[config.mk]
export PLATFORM = sky130hd
export DESIGN_NAME = adc_result_and_trigger_control
export DESIGN_NICKNAME = d
export VERILOG_FILES = /design/src/hdl/adc_result_and_trigger_control.v /design/src/hdl/clock_prescaler.v
export VERILOG_INCLUDE_DIRS = /design/src /design/src/inc
export SDC_FILE = /design/constraint.sdc
export NUM_CORES = 1
export LEC_CHECK = 0
export BUFFER_PORTS_ARGS = -buffer_cell sky130_fd_sc_hd__buf_2
export CORE_ASPECT_RATIO = 1.4
export CORE_MARGIN = 1
export CORE_UTILIZATION = 40
export CTS_BUF_LIST = sky130_fd_sc_hd__clkbuf_16
export DETAILED_ROUTE_END_ITERATION = 12
export GPL_ROUTABILITY_DRIVEN = 0
export GPL_TIMING_DRIVEN = 0
export PLACE_DENSITY_LB_ADDON = 0.08
export SLEW_MARGIN = 20
export SYNTH_ARGS = -nofsm -noshare
export SYNTH_HDL_FRONTEND = slang
export SYNTH_SLANG_ARGS = --single-unit
[constraint.sdc]
create_clock -name pclk -period 6.9 [get_ports pclk]
set_input_delay 1.38 -clock pclk [delete_from_list [all_inputs] [get_ports pclk]]
set_output_delay 1.38 -clock pclk [all_outputs]
set_load 0.01 [all_outputs]
[src/inc/adc_ctrl_defines.vh]
// Purpose: register offsets, field positions, reset values for the converter control block
// Assumes: APB byte addresses, one 32-bit aligned word per register
// Notes: definitions only
`ifndef ADC_CTRL_DEFINES_VH
`define ADC_CTRL_DEFINES_VH

// register byte offsets
`define OFS_CONTROL_A       12'h000
`define OFS_CHANNEL_MUX     12'h004
`define OFS_RESULT_LOW      12'h008
`define OFS_RESULT_HIGH     12'h00c
`define OFS_TRIGGER_SELECT  12'h010
`define OFS_PIN_DISABLE     12'h014
`define OFS_IRQ_STATUS      12'h018
`define OFS_IRQ_MASK        12'h01c

// control a field positions
`define CA_ENABLE       7
`define CA_START        6
`define CA_AUTO_TRIG    5
`define CA_DONE_FLAG    4
`define CA_IRQ_ENABLE   3

// channel mux field positions
`define MUX_LEFT_ADJUST 5
`define MUX_DIFF_BIT    3

// trigger select writable bits (comparator mux enable and source)
`define TRIG_WR_MASK    8'h47

// reset values
`define RST_BYTE        8'h00

// conversion length in converter clock cycles
`define CONV_CYCLES     5'd13
`define CONV_FIRST      5'd25

`endif

[src/hdl/adc_result_and_trigger_control.v]
// Purpose: register file, trigger logic and result handling around a 10-bit converter
// Assumes: analog engine delivers conversion_result with a one-cycle sample strobe
// Notes: APB slave, zero wait states, pslverr on unmapped addresses
`timescale 1ns/1ps
`include "adc_ctrl_defines.vh"

module adc_result_and_trigger_control
(
    input wire pclk,
    input wire presetn,
    input wire clk_en,
    input wire psel,
    input wire penable,
    input wire pwrite,
    input wire [11:0] paddr,
    input wire [31:0] pwdata,
    output reg [31:0] prdata,
    output reg pready,
    output reg pslverr,
    input wire global_irq_enable,
    input wire vector_ack,
    input wire comparator_flag,
    input wire ext_irq0_flag,
    input wire timer0_compare_flag,
    input wire timer0_overflow_flag,
    input wire timer1_compare_b_flag,
    input wire timer1_overflow_flag,
    input wire timer1_capture_flag,
    input wire sample_valid,
    input wire [9:0] conversion_result,
    input wire [7:0] analog_pin_level,
    output reg [7:0] port_pin_input,
    output reg [7:0] pin_input_disable_bits,
    output reg [4:0] channel_select_bits,
    output reg comparator_mux_enable,
    output reg conversion_active,
    output reg converter_tick,
    output reg conv_done_irq,
    output reg irq
);

// ----------------------------------------------------------------
// register state
// ----------------------------------------------------------------
reg converter_enable;
reg start_busy;
reg auto_trigger_enable;
reg conv_done_flag;
reg conv_done_irq_enable;
reg [2:0] clock_divider_select;
reg left_adjust_select;
reg [2:0] trigger_source_select;
reg [9:0] held_result;
reg read_lock;
reg first_conv;
reg [4:0] conv_count;
reg trig_prev;
reg [1:0] irq_status;
reg [1:0] irq_mask;
wire tick;
wire [7:0] result_low_byte;
wire [7:0] result_high_byte;
wire setup;
wire access;
wire wr;
wire rd;
wire trig_level;
wire trig_rise;
wire conv_end;
wire done_event;
wire start_req;
reg [31:0] next_rdata;
reg next_slverr;

assign setup = psel & ~penable;
assign access = psel & penable & clk_en;
assign wr = access & pwrite;
assign rd = access & ~pwrite;

// ----------------------------------------------------------------
// prescaler
// ----------------------------------------------------------------
clock_prescaler u_prescaler
(
    .pclk(pclk),
    .presetn(presetn),
    .clk_en(clk_en),
    .run(converter_enable),
    .clock_divider_select(clock_divider_select),
    .tick(tick)
);

// ----------------------------------------------------------------
// trigger selection
// ----------------------------------------------------------------
// selected flag; free running follows the done flag
function select_flag;
    input [2:0] sel;
    input [7:0] flags;
    begin
        select_flag = flags[sel];
    end
endfunction

assign trig_level = select_flag(trigger_source_select,
    {timer1_capture_flag, timer1_overflow_flag, timer1_compare_b_flag,
     timer0_overflow_flag, timer0_compare_flag, ext_irq0_flag,
     comparator_flag, conv_done_flag});

// edge is taken on the muxed level so a source switch counts too
assign trig_rise = trig_level & ~trig_prev & (trigger_source_select != 3'h0);

// free running restarts at each conversion end, even while the result is locked
assign start_req = auto_trigger_enable & converter_enable &
    ((trig_rise & ~start_busy) | ((trigger_source_select == 3'h0) & conv_end));

// track previous trigger level, a switch to free running leaves no edge
always @(posedge pclk or negedge presetn)
begin
    if (!presetn)
        trig_prev <= 1'b0;
    else if (clk_en)
        trig_prev <= trig_level;
end

// ----------------------------------------------------------------
// conversion sequencing
// ----------------------------------------------------------------
assign conv_end = start_busy & tick & (conv_count == 5'd1);
assign done_event = conv_end & sample_valid & ~read_lock &
    ~(psel & ~pwrite & (paddr == `OFS_RESULT_LOW));

// count converter clock cycles of a running conversion
always @(posedge pclk or negedge presetn)
begin
    if (!presetn)
    begin
        start_busy <= 1'b0;
        conv_count <= 5'd0;
        first_conv <= 1'b1;
    end
    else if (clk_en)
    begin
        if (!converter_enable)
        begin
            start_busy <= 1'b0;
            conv_count <= 5'd0;
            first_conv <= 1'b1;
            if (wr && paddr == `OFS_CONTROL_A && pwdata[`CA_ENABLE] && pwdata[`CA_START])
            begin
                start_busy <= 1'b1;
                conv_count <= `CONV_FIRST;
                first_conv <= 1'b0;
            end
        end
        else if (!start_busy && (start_req ||
                 (wr && paddr == `OFS_CONTROL_A && pwdata[`CA_START])))
        begin
            start_busy <= 1'b1;
            conv_count <= first_conv ? `CONV_FIRST : `CONV_CYCLES;
            first_conv <= 1'b0;
        end
        else if (start_busy && tick)
        begin
            conv_count <= start_req ? `CONV_CYCLES : conv_count - 5'd1;
            if (conv_count == 5'd1)
                start_busy <= start_req;
        end
    end
end

// ----------------------------------------------------------------
// result bytes and read lock
// ----------------------------------------------------------------
// raw converter bits pass through; differential results arrive signed
always @(posedge pclk or negedge presetn)
begin
    if (!presetn)
        held_result <= 10'h000;
    else if (clk_en && done_event)
        held_result <= conversion_result;
end

// lock set by low byte read, released by high byte read
always @(posedge pclk or negedge presetn)
begin
    if (!presetn)
        read_lock <= 1'b0;
    else if (rd && paddr == `OFS_RESULT_HIGH)
        read_lock <= 1'b0;
    else if (rd && paddr == `OFS_RESULT_LOW)
        read_lock <= 1'b1;
end

// adjustment applies at once to the held value
assign result_high_byte = left_adjust_select ? held_result[9:2] :
    {6'h00, held_result[9:8]};
assign result_low_byte = left_adjust_select ? {held_result[1:0], 6'h00} :
    held_result[7:0];

// ----------------------------------------------------------------
// control registers
// ----------------------------------------------------------------
always @(posedge pclk or negedge presetn)
begin
    if (!presetn)
    begin
        converter_enable <= 1'b0;
        auto_trigger_enable <= 1'b0;
        conv_done_irq_enable <= 1'b0;
        clock_divider_select <= 3'h0;
        left_adjust_select <= 1'b0;
        channel_select_bits <= 5'h00;
        trigger_source_select <= 3'h0;
        comparator_mux_enable <= 1'b0;
        pin_input_disable_bits <= `RST_BYTE;
        irq_mask <= 2'h0;
    end
    else if (wr)
    begin
        case (paddr)
            `OFS_CONTROL_A:
            begin
                converter_enable <= pwdata[`CA_ENABLE];
                auto_trigger_enable <= pwdata[`CA_AUTO_TRIG];
                conv_done_irq_enable <= pwdata[`CA_IRQ_ENABLE];
                clock_divider_select <= pwdata[2:0];
            end
            `OFS_CHANNEL_MUX:
            begin
                left_adjust_select <= pwdata[`MUX_LEFT_ADJUST];
                channel_select_bits <= pwdata[4:0];
            end
            `OFS_TRIGGER_SELECT:
            begin
                comparator_mux_enable <= pwdata[6];
                trigger_source_select <= pwdata[2:0]; // reserved bits not stored
            end
            `OFS_PIN_DISABLE: pin_input_disable_bits <= pwdata[7:0];
            `OFS_IRQ_MASK: irq_mask <= pwdata[1:0];
            default: irq_mask <= irq_mask;
        endcase
    end
end

// ----------------------------------------------------------------
// flags and interrupts
// ----------------------------------------------------------------
// done flag: set wins over software write-one and vector clear
always @(posedge pclk or negedge presetn)
begin
    if (!presetn)
        conv_done_flag <= 1'b0;
    else if (clk_en)
    begin
        if (done_event)
            conv_done_flag <= 1'b1;
        else if (vector_ack || (wr && paddr == `OFS_CONTROL_A && pwdata[`CA_DONE_FLAG]))
            conv_done_flag <= 1'b0;
    end
end

// sticky status: bit0 conversion done, bit1 trigger start; read clears only reported bits
always @(posedge pclk or negedge presetn)
begin
    if (!presetn)
        irq_status <= 2'h0;
    else if (clk_en)
    begin
        if (rd && paddr == `OFS_IRQ_STATUS)
            irq_status <= (irq_status & ~prdata[1:0]) | {start_req, done_event};
        else
            irq_status <= irq_status | {start_req, done_event};
    end
end

// registered outputs
always @(posedge pclk or negedge presetn)
begin
    if (!presetn)
    begin
        conv_done_irq <= 1'b0;
        irq <= 1'b0;
        conversion_active <= 1'b0;
        converter_tick <= 1'b0;
        port_pin_input <= 8'h00;
    end
    else if (clk_en)
    begin
        conv_done_irq <= conv_done_flag & conv_done_irq_enable & global_irq_enable;
        irq <= |(irq_status & irq_mask);
        conversion_active <= start_busy;
        converter_tick <= tick;
        port_pin_input <= analog_pin_level & ~pin_input_disable_bits;
    end
end

// ----------------------------------------------------------------
// apb read path
// ----------------------------------------------------------------
always @*
begin
    next_rdata = 32'h00000000;
    next_slverr = 1'b0;
    case (paddr)
        `OFS_CONTROL_A: next_rdata = {24'h000000, converter_enable, start_busy,
            auto_trigger_enable, conv_done_flag, conv_done_irq_enable, clock_divider_select};
        `OFS_CHANNEL_MUX: next_rdata = {24'h000000, 2'b00, left_adjust_select,
            channel_select_bits};
        `OFS_RESULT_LOW: next_rdata = {24'h000000, result_low_byte};
        `OFS_RESULT_HIGH: next_rdata = {24'h000000, result_high_byte};
        `OFS_TRIGGER_SELECT: next_rdata = {24'h000000, 1'b0, comparator_mux_enable,
            3'b000, trigger_source_select};
        `OFS_PIN_DISABLE: next_rdata = {24'h000000, pin_input_disable_bits};
        `OFS_IRQ_STATUS: next_rdata = {30'h00000000, irq_status};
        `OFS_IRQ_MASK: next_rdata = {30'h00000000, irq_mask};
        default: next_slverr = 1'b1;
    endcase
end

// answer in the access phase; data latched during setup
always @(posedge pclk or negedge presetn)
begin
    if (!presetn)
    begin
        prdata <= 32'h00000000;
        pready <= 1'b0;
        pslverr <= 1'b0;
    end
    else if (clk_en)
    begin
        pready <= setup;
        pslverr <= setup & next_slverr;
        if (setup && !pwrite)
            prdata <= next_rdata;
    end
end

endmodule // adc_result_and_trigger_control

[src/hdl/clock_prescaler.v]
// Purpose: divides pclk into a converter clock tick by a selectable power of two
// Assumes: enable low holds the divider at zero
// Notes: tick is a one-cycle pulse at the end of each divided period
`timescale 1ns/1ps

module clock_prescaler
(
    input wire pclk,
    input wire presetn,
    input wire clk_en,
    input wire run,
    input wire [2:0] clock_divider_select,
    output reg tick
);

reg [6:0] count;
wire [6:0] limit;

// terminal count per code, codes 0 and 1 both divide by 2
function [6:0] div_limit;
    input [2:0] sel;
    begin
        case (sel)
            3'h0: div_limit = 7'h01;
            3'h1: div_limit = 7'h01;
            3'h2: div_limit = 7'h03;
            3'h3: div_limit = 7'h07;
            3'h4: div_limit = 7'h0f;
            3'h5: div_limit = 7'h1f;
            3'h6: div_limit = 7'h3f;
            default: div_limit = 7'h7f;
        endcase
    end
endfunction

assign limit = div_limit(clock_divider_select);

// free counter, cleared while the converter is off
always @(posedge pclk or negedge presetn)
begin
    if (!presetn)
    begin
        count <= 7'h00;
        tick <= 1'b0;
    end
    else if (clk_en)
    begin
        if (!run)
        begin
            count <= 7'h00;
            tick <= 1'b0;
        end
        else if (count >= limit)
        begin
            count <= 7'h00;
            tick <= 1'b1;
        end
        else
        begin
            count <= count + 7'h01;
            tick <= 1'b0;
        end
    end
end

endmodule // clock_prescaler

# After elaboration in Yosys (flattened, before gate mapping)
# Index checks and enable logic that the tools add are counted.
# totals
register_bits,102
latch_bits,0
mem_bits_rw,0
rom_bits,0
out_inout_bits,60
memories,0
# op_classes
add_sub_neg,2
mul,0
div,0
order_cmp,2
eq_ne,17
n_shift,0
n_mux,30
bitwise_logic,35
n_reduce_logical,35
# ops
operator,count
8-bit one-hot mux with 8 select lines,1
12-bit by 5-bit == test with 1-bit output (second input constant),4
7-bit one-hot mux with 6 select lines,1
5-bit two-way mux,6
12-bit by 4-bit == test with 1-bit output (second input constant),2
1-bit bitwise AND,21
2-bit AND reduction,9
1-bit two-way mux,16
8-bit two-way mux,2
7-bit two-way mux,2
12-bit by 3-bit == test with 1-bit output (second input constant),1
1-bit logical AND,12
12-bit zero test,1
3-bit == test (second input constant),3
8-bit bitwise AND,1
8-bit inverter,1
8-bit OR reduction,1
7-bit by 1-bit adder with 7-bit output (second input constant),1
7-bit greater-or-equal comparator,1
3-bit by 2-bit == test with 1-bit output (second input constant),2
3-bit zero test,2
3-bit by 1-bit inequality test with 1-bit output (second input constant),2
1-bit inverter,6
5-bit by 1-bit == test with 1-bit output (second input constant),1
16 further kinds,22

# Depth between registers and ports, before layout
# logic_depth
depth_word,11
depth_mapped,8
mapped_depth_nobuf,8

# Modules after synthesis
# Synthesis repeated with hierarchy kept, for this count alone.
# unflattened
hier_cells,395
hier_area_um2,4225.3
# modules_own_cells
mod,instances,cells_per_inst,area_per_inst_um2,seq_area_each_um2
adc_result_and_trigger_control,1,337,3671.0,1752.9
clock_prescaler,1,58,554.3,200.2

# Worst setup path before layout
# Ideal clock, no wire load.
# synth_timing
path_kind,input port to flip-flop
start,in paddr[0]
end,reg conv_count[4]
setup_time_ns,0.121
arrival_time_ns,3.214
t_required_ns,6.779
setup_slack_ns,3.565
path_stages,6
path_buffers,0
cell_sequence,or4_1 -> nor4b_4 -> nand3_4 -> o211a_1 -> a311o_1 -> a22o_1
# synth_between
elab_chain_len,7
elab_cells_between_ends,12
classes_between,1 x eq/ne; 3 x mux; 8 x reduce/logical
# synth_lines
item,line_no,source
start: declaration,adc_result_and_trigger_control.v:15,"input wire [11:0] paddr,"
12-bit zero test *,--,
1-bit logical AND (no source line) *,--,
1-bit logical AND,adc_result_and_trigger_control.v:157,(wr && paddr == `OFS_CONTROL_A && pwdata[`CA_START])))
1-bit logical OR,adc_result_and_trigger_control.v:156,else if (!start_busy && (start_req ||
1-bit logical AND,adc_result_and_trigger_control.v:156,
3-bit by 1-bit inequality test with 1-bit output (no source line) or 5-bit two-way mux (tied branches),--,
2-bit AND reduction (no source line) or 5-bit two-way mux (tied branches),--,
end signal: assignment,adc_result_and_trigger_control.v:152,conv_count <= `CONV_FIRST;
end signal: assignment,adc_result_and_trigger_control.v:160,conv_count <= first_conv ? `CONV_FIRST : `CONV_CYCLES;
end signal: assignment,adc_result_and_trigger_control.v:165,conv_count <= start_req ? `CONV_CYCLES : conv_count - 5'd1;
end: declaration,adc_result_and_trigger_control.v:56,reg [4:0] conv_count;
# Mark *: on every way between the ends. The rest lies on a longest branch, timed or not.
# A chain may end at the register's enable or synchronous reset.

# Worst setup path after layout
# layout_timing
start,in paddr[9]
end,reg held_result[5]
# layout_between
elab_chain_len,5
# layout_lines
item,line_no,source
12-bit by 4-bit == test with 1-bit output,--,
1-bit bitwise AND,adc_result_and_trigger_control.v:131,~(psel & ~pwrite & (paddr == `OFS_RESULT_LOW));
1-bit inverter,adc_result_and_trigger_control.v:131,
1-bit bitwise AND,adc_result_and_trigger_control.v:130,assign done_event = conv_end & sample_valid & ~read_lock &
1-bit logical AND,adc_result_and_trigger_control.v:180,else if (clk_en && done_event)
end signal: assignment,adc_result_and_trigger_control.v:181,held_result <= conversion_result;
end: declaration,adc_result_and_trigger_control.v:53,reg [9:0] held_result;
# No other way between the ends.

==> results.yml <==
status:
  status: "finished, final reports clean"
global_route:
  grt_pass1_vias: 3335
  overflow: 0
  grt_usage_pct: 21.7
  antenna_found_initial: 0
  grt_pass1_wl_mm: 17.5
  grt_max_degree: 46
route:
  wl_met2_mm: 5.95
  drt-initial-drc-count: 173
  drt_wl_total_mm: 11.1
  antenna_left: 0
  highest_layer: "met4"
  drtPass1Iterations: 4
  num_vias: 3505
  wl_per_cell_um: 16.6
  met3_length_um: 361
  wl_met1_mm: 4.47
  via_per_inst: 5.25
  drc: 0
logic_synthesis:
  ys_seq_area_share_pct: 46.0
  syn_inst: 402
  synth_cell_type_count: 56
  synthFlopType: "dfrtp_1"
  synthArstFlopShare_pct: 100
  ys.warnings.count: 0
  syn_area_um2: 4250
  syn_area_per_cell_um2: 10.6
  ys_seq_elements: 78
  synth_edf_count: 0
clock_tree:
  cts_setup_buffers: 0
  clk_pin_slew_ps: 60
  postCtsResizedCells: 0
  clkLatencyLatePin_ps: 330
  hold_buffers: 0
  cts_root_buffer: "clkbuf_16"
  cts.sinks: 78
  cts_tree: "built"
  clock_path_buffers: 2
  h-tree-depth: 3
  cts_buffers: 9
placement:
  placed_cell_area_um2: 4980
  dp.cells: 652
  port_buffers: 88
  dp_hpwl_mm: 8.66
sta:
  fin_crit_sh_pct: 50.8
  fmaxAchievable_ghz: 0.285
  setup_tns_ps: 0
  worst_pin_slew_ps: 916
  slew_headroom_pct: 38.8
  finalClockSkew_ps: 4.81
  rsz0062_at_grt: "false"
  period_needed_ps: 3510
  hold_viol: 0
  slew_violations: 0
  setup_viol_count_final: 0
pwr:
  ir_drop_uv: 115
  leakage_nw: 2.67
  p_total_mw: 1.08
  powerDensity_nw_per_um2: 204
critical_path:
  cp_data_arrival_time_ps: 3720
  end_kind: "flop"
  crit_type: "primary input to flop"
  max_stage_delay_ps: 550
  crit_slowest_cell: "or4_4"
  critPathMaxFanout: 10
  crit_family: "simple AND/OR/NAND/NOR gates"
  crit_buf_inv: 2
  timing.rr.start: "clock_divider_select[1]"
  critPathRequiredTime_ps: 7120
  startpoint: "paddr[9]"
  cpMostUsedCell: "buf_2"
  start_kind: "primary input"
  crit_chain: "buf_2 -> or4_4 -> nor3_1 -> and3b_1 -> a31o_2 -> buf_2 -> mux2_2"
floorplanning:
  die_w_um: 89.1
  pin_count: 138
  core_region_area_um2: 10300
  die_h_um: 124
  initial_utilization_pct: 41.1
  rows: 44
  dieArea_um2: 11000
finish:
  fin_area_um2: 5290
  antennaDiodeCount: 0
  final_common_cell: "buf_2"
  fin_cells: 667
  drive_gt1_share_pct: 35.5
  nets: 612
  num-fill-cells: 1037
  final_cell_mix: "buf_2 (92), dfrtp_1 (77), mux2_2 (48), nand2_1 (29), o21ai_0 (27)"
  syn2layout_area_growth_pct: 24.4
  multiInputGateArea_um2: 2050
  seq_area_um2: 1950
hold_path:
  hold_start: "trig_prev"
  hp-class: "flop to flop"
flow_run:
  maxCapViolCount: 0
[metrics by stage]
stage          worst slack [ps]  hold slack (ps)  util (%)
2_1_floorplan              3570              435         -
3_3_place_gp               3090              456      47.8
3_5_place_dp               3070              461      48.1
4_1_cts                    3410              474      51.0
5_1_grt                    3310              501      51.1
6_report                   3390              468      51.1
[worst register-to-register path: stages, from the launching register on]
cell and delay, ps:
dfrtp_1 480, nor2_1 100, ha_1 300, a21o_1 160
a21o_1 170, a2111oi_0 540, o211ai_1 350, nor2_1 380
mux2_2 220
[cell usage after synthesis (2+ instances only)]
cell type / n / share of area (%)
a2111oi_0: 2 / 0.41
a21o_1: 4 / 0.71
a21oi_1: 9 / 1.1
a222oi_1: 3 / 0.71
a22o_1: 14 / 2.9
a22oi_1: 6 / 1.1
a31oi_1: 4 / 0.59
a32oi_1: 2 / 0.41
a41oi_1: 2 / 0.41
and3_1: 5 / 0.74
and3b_1: 2 / 0.41
buf_2: 5 / 0.59
buf_4: 25 / 4.4
clkbuf_1: 11 / 0.97
dfrtp_1: 77 / 45
ha_1: 9 / 2.7
inv_1: 22 / 1.9
mux2_2: 48 / 13
mux2i_1: 5 / 1.2
nand2_1: 29 / 2.6
nand2b_1: 2 / 0.29
nand3_1: 10 / 1.2
nand3b_1: 10 / 1.8
nand4_1: 3 / 0.44
nor2_1: 18 / 1.6
nor2b_1: 4 / 0.59
nor3_1: 5 / 0.59
o211ai_1: 3 / 0.53
o21a_1: 3 / 0.53
o21ai_0: 27 / 3.2
o22a_1: 2 / 0.41
o2bb2ai_1: 3 / 0.62
o31ai_1: 2 / 0.35
o41ai_1: 2 / 0.41
or4_1: 3 / 0.53
[layer usage]
metal / up-vias / GRT usage (%)
li1: 1666 / -
met1: 1716 / 25.9
met2: 103 / 39.1
met3: 20 / 3.11
met4: 0 / 8.04
met5: - / 0
[state kept, by name, indices dropped and copies added (netlist names), 2 cells and up]
register / flops
channel_select_bits: 5
clock_divider_select: 3
conv_count: 5
held_result: 10
irq_mask: 2
irq_status: 2
pin_input_disable_bits: 8
port_pin_input: 8
prdata: 8
trigger_source_select: 3
u_prescaler.count: 7
[cells by family after synthesis]
group	synth area share (%)
flip-flops	46.0
multiplexers	13.9
buffers and inverters	8.01
AND/OR/NAND/NOR	13.0
AO/OA/AOI/OAI	16.4
other	0.0883
adder cells (fa/ha/maj)	2.65
[layout make-up]
class | instances | share of cell area, %
Clock inverter | 6 | 1.47
Multi-Input combinational cell | 283 | 38.7
Sequential cell | 78 | 36.9
Tap cell | 138 | 3.27
Inverter | 22 | 1.56
Buffer | 42 | 4.87
Timing Repair Buffer | 89 | 8.90
Clock buffer | 9 | 4.26
[power breakdown]
| part | internal, mW | switching [mW] |
|---|---|---|
| Clock | 0.311 | 0.178 |
| Combinational | 0.0461 | 0.0583 |
| Sequential | 0.474 | 0.00970 |
[path summary, 6_finish.rpt]
path                                        end  slack [ps]  cells past startpoint
max                              held_result[5]        3390                      7
min                                   trig_prev         470                      2
max reg2reg                u_prescaler.count[0]        4140                      8
min reg2reg                           trig_prev         470                      2
max in group asynchronous        held_result[8]        5320                      2
min in group asynchronous  u_prescaler.count[2]        1000                      1
No activity file was read; power rests on OpenSTA's default activity.
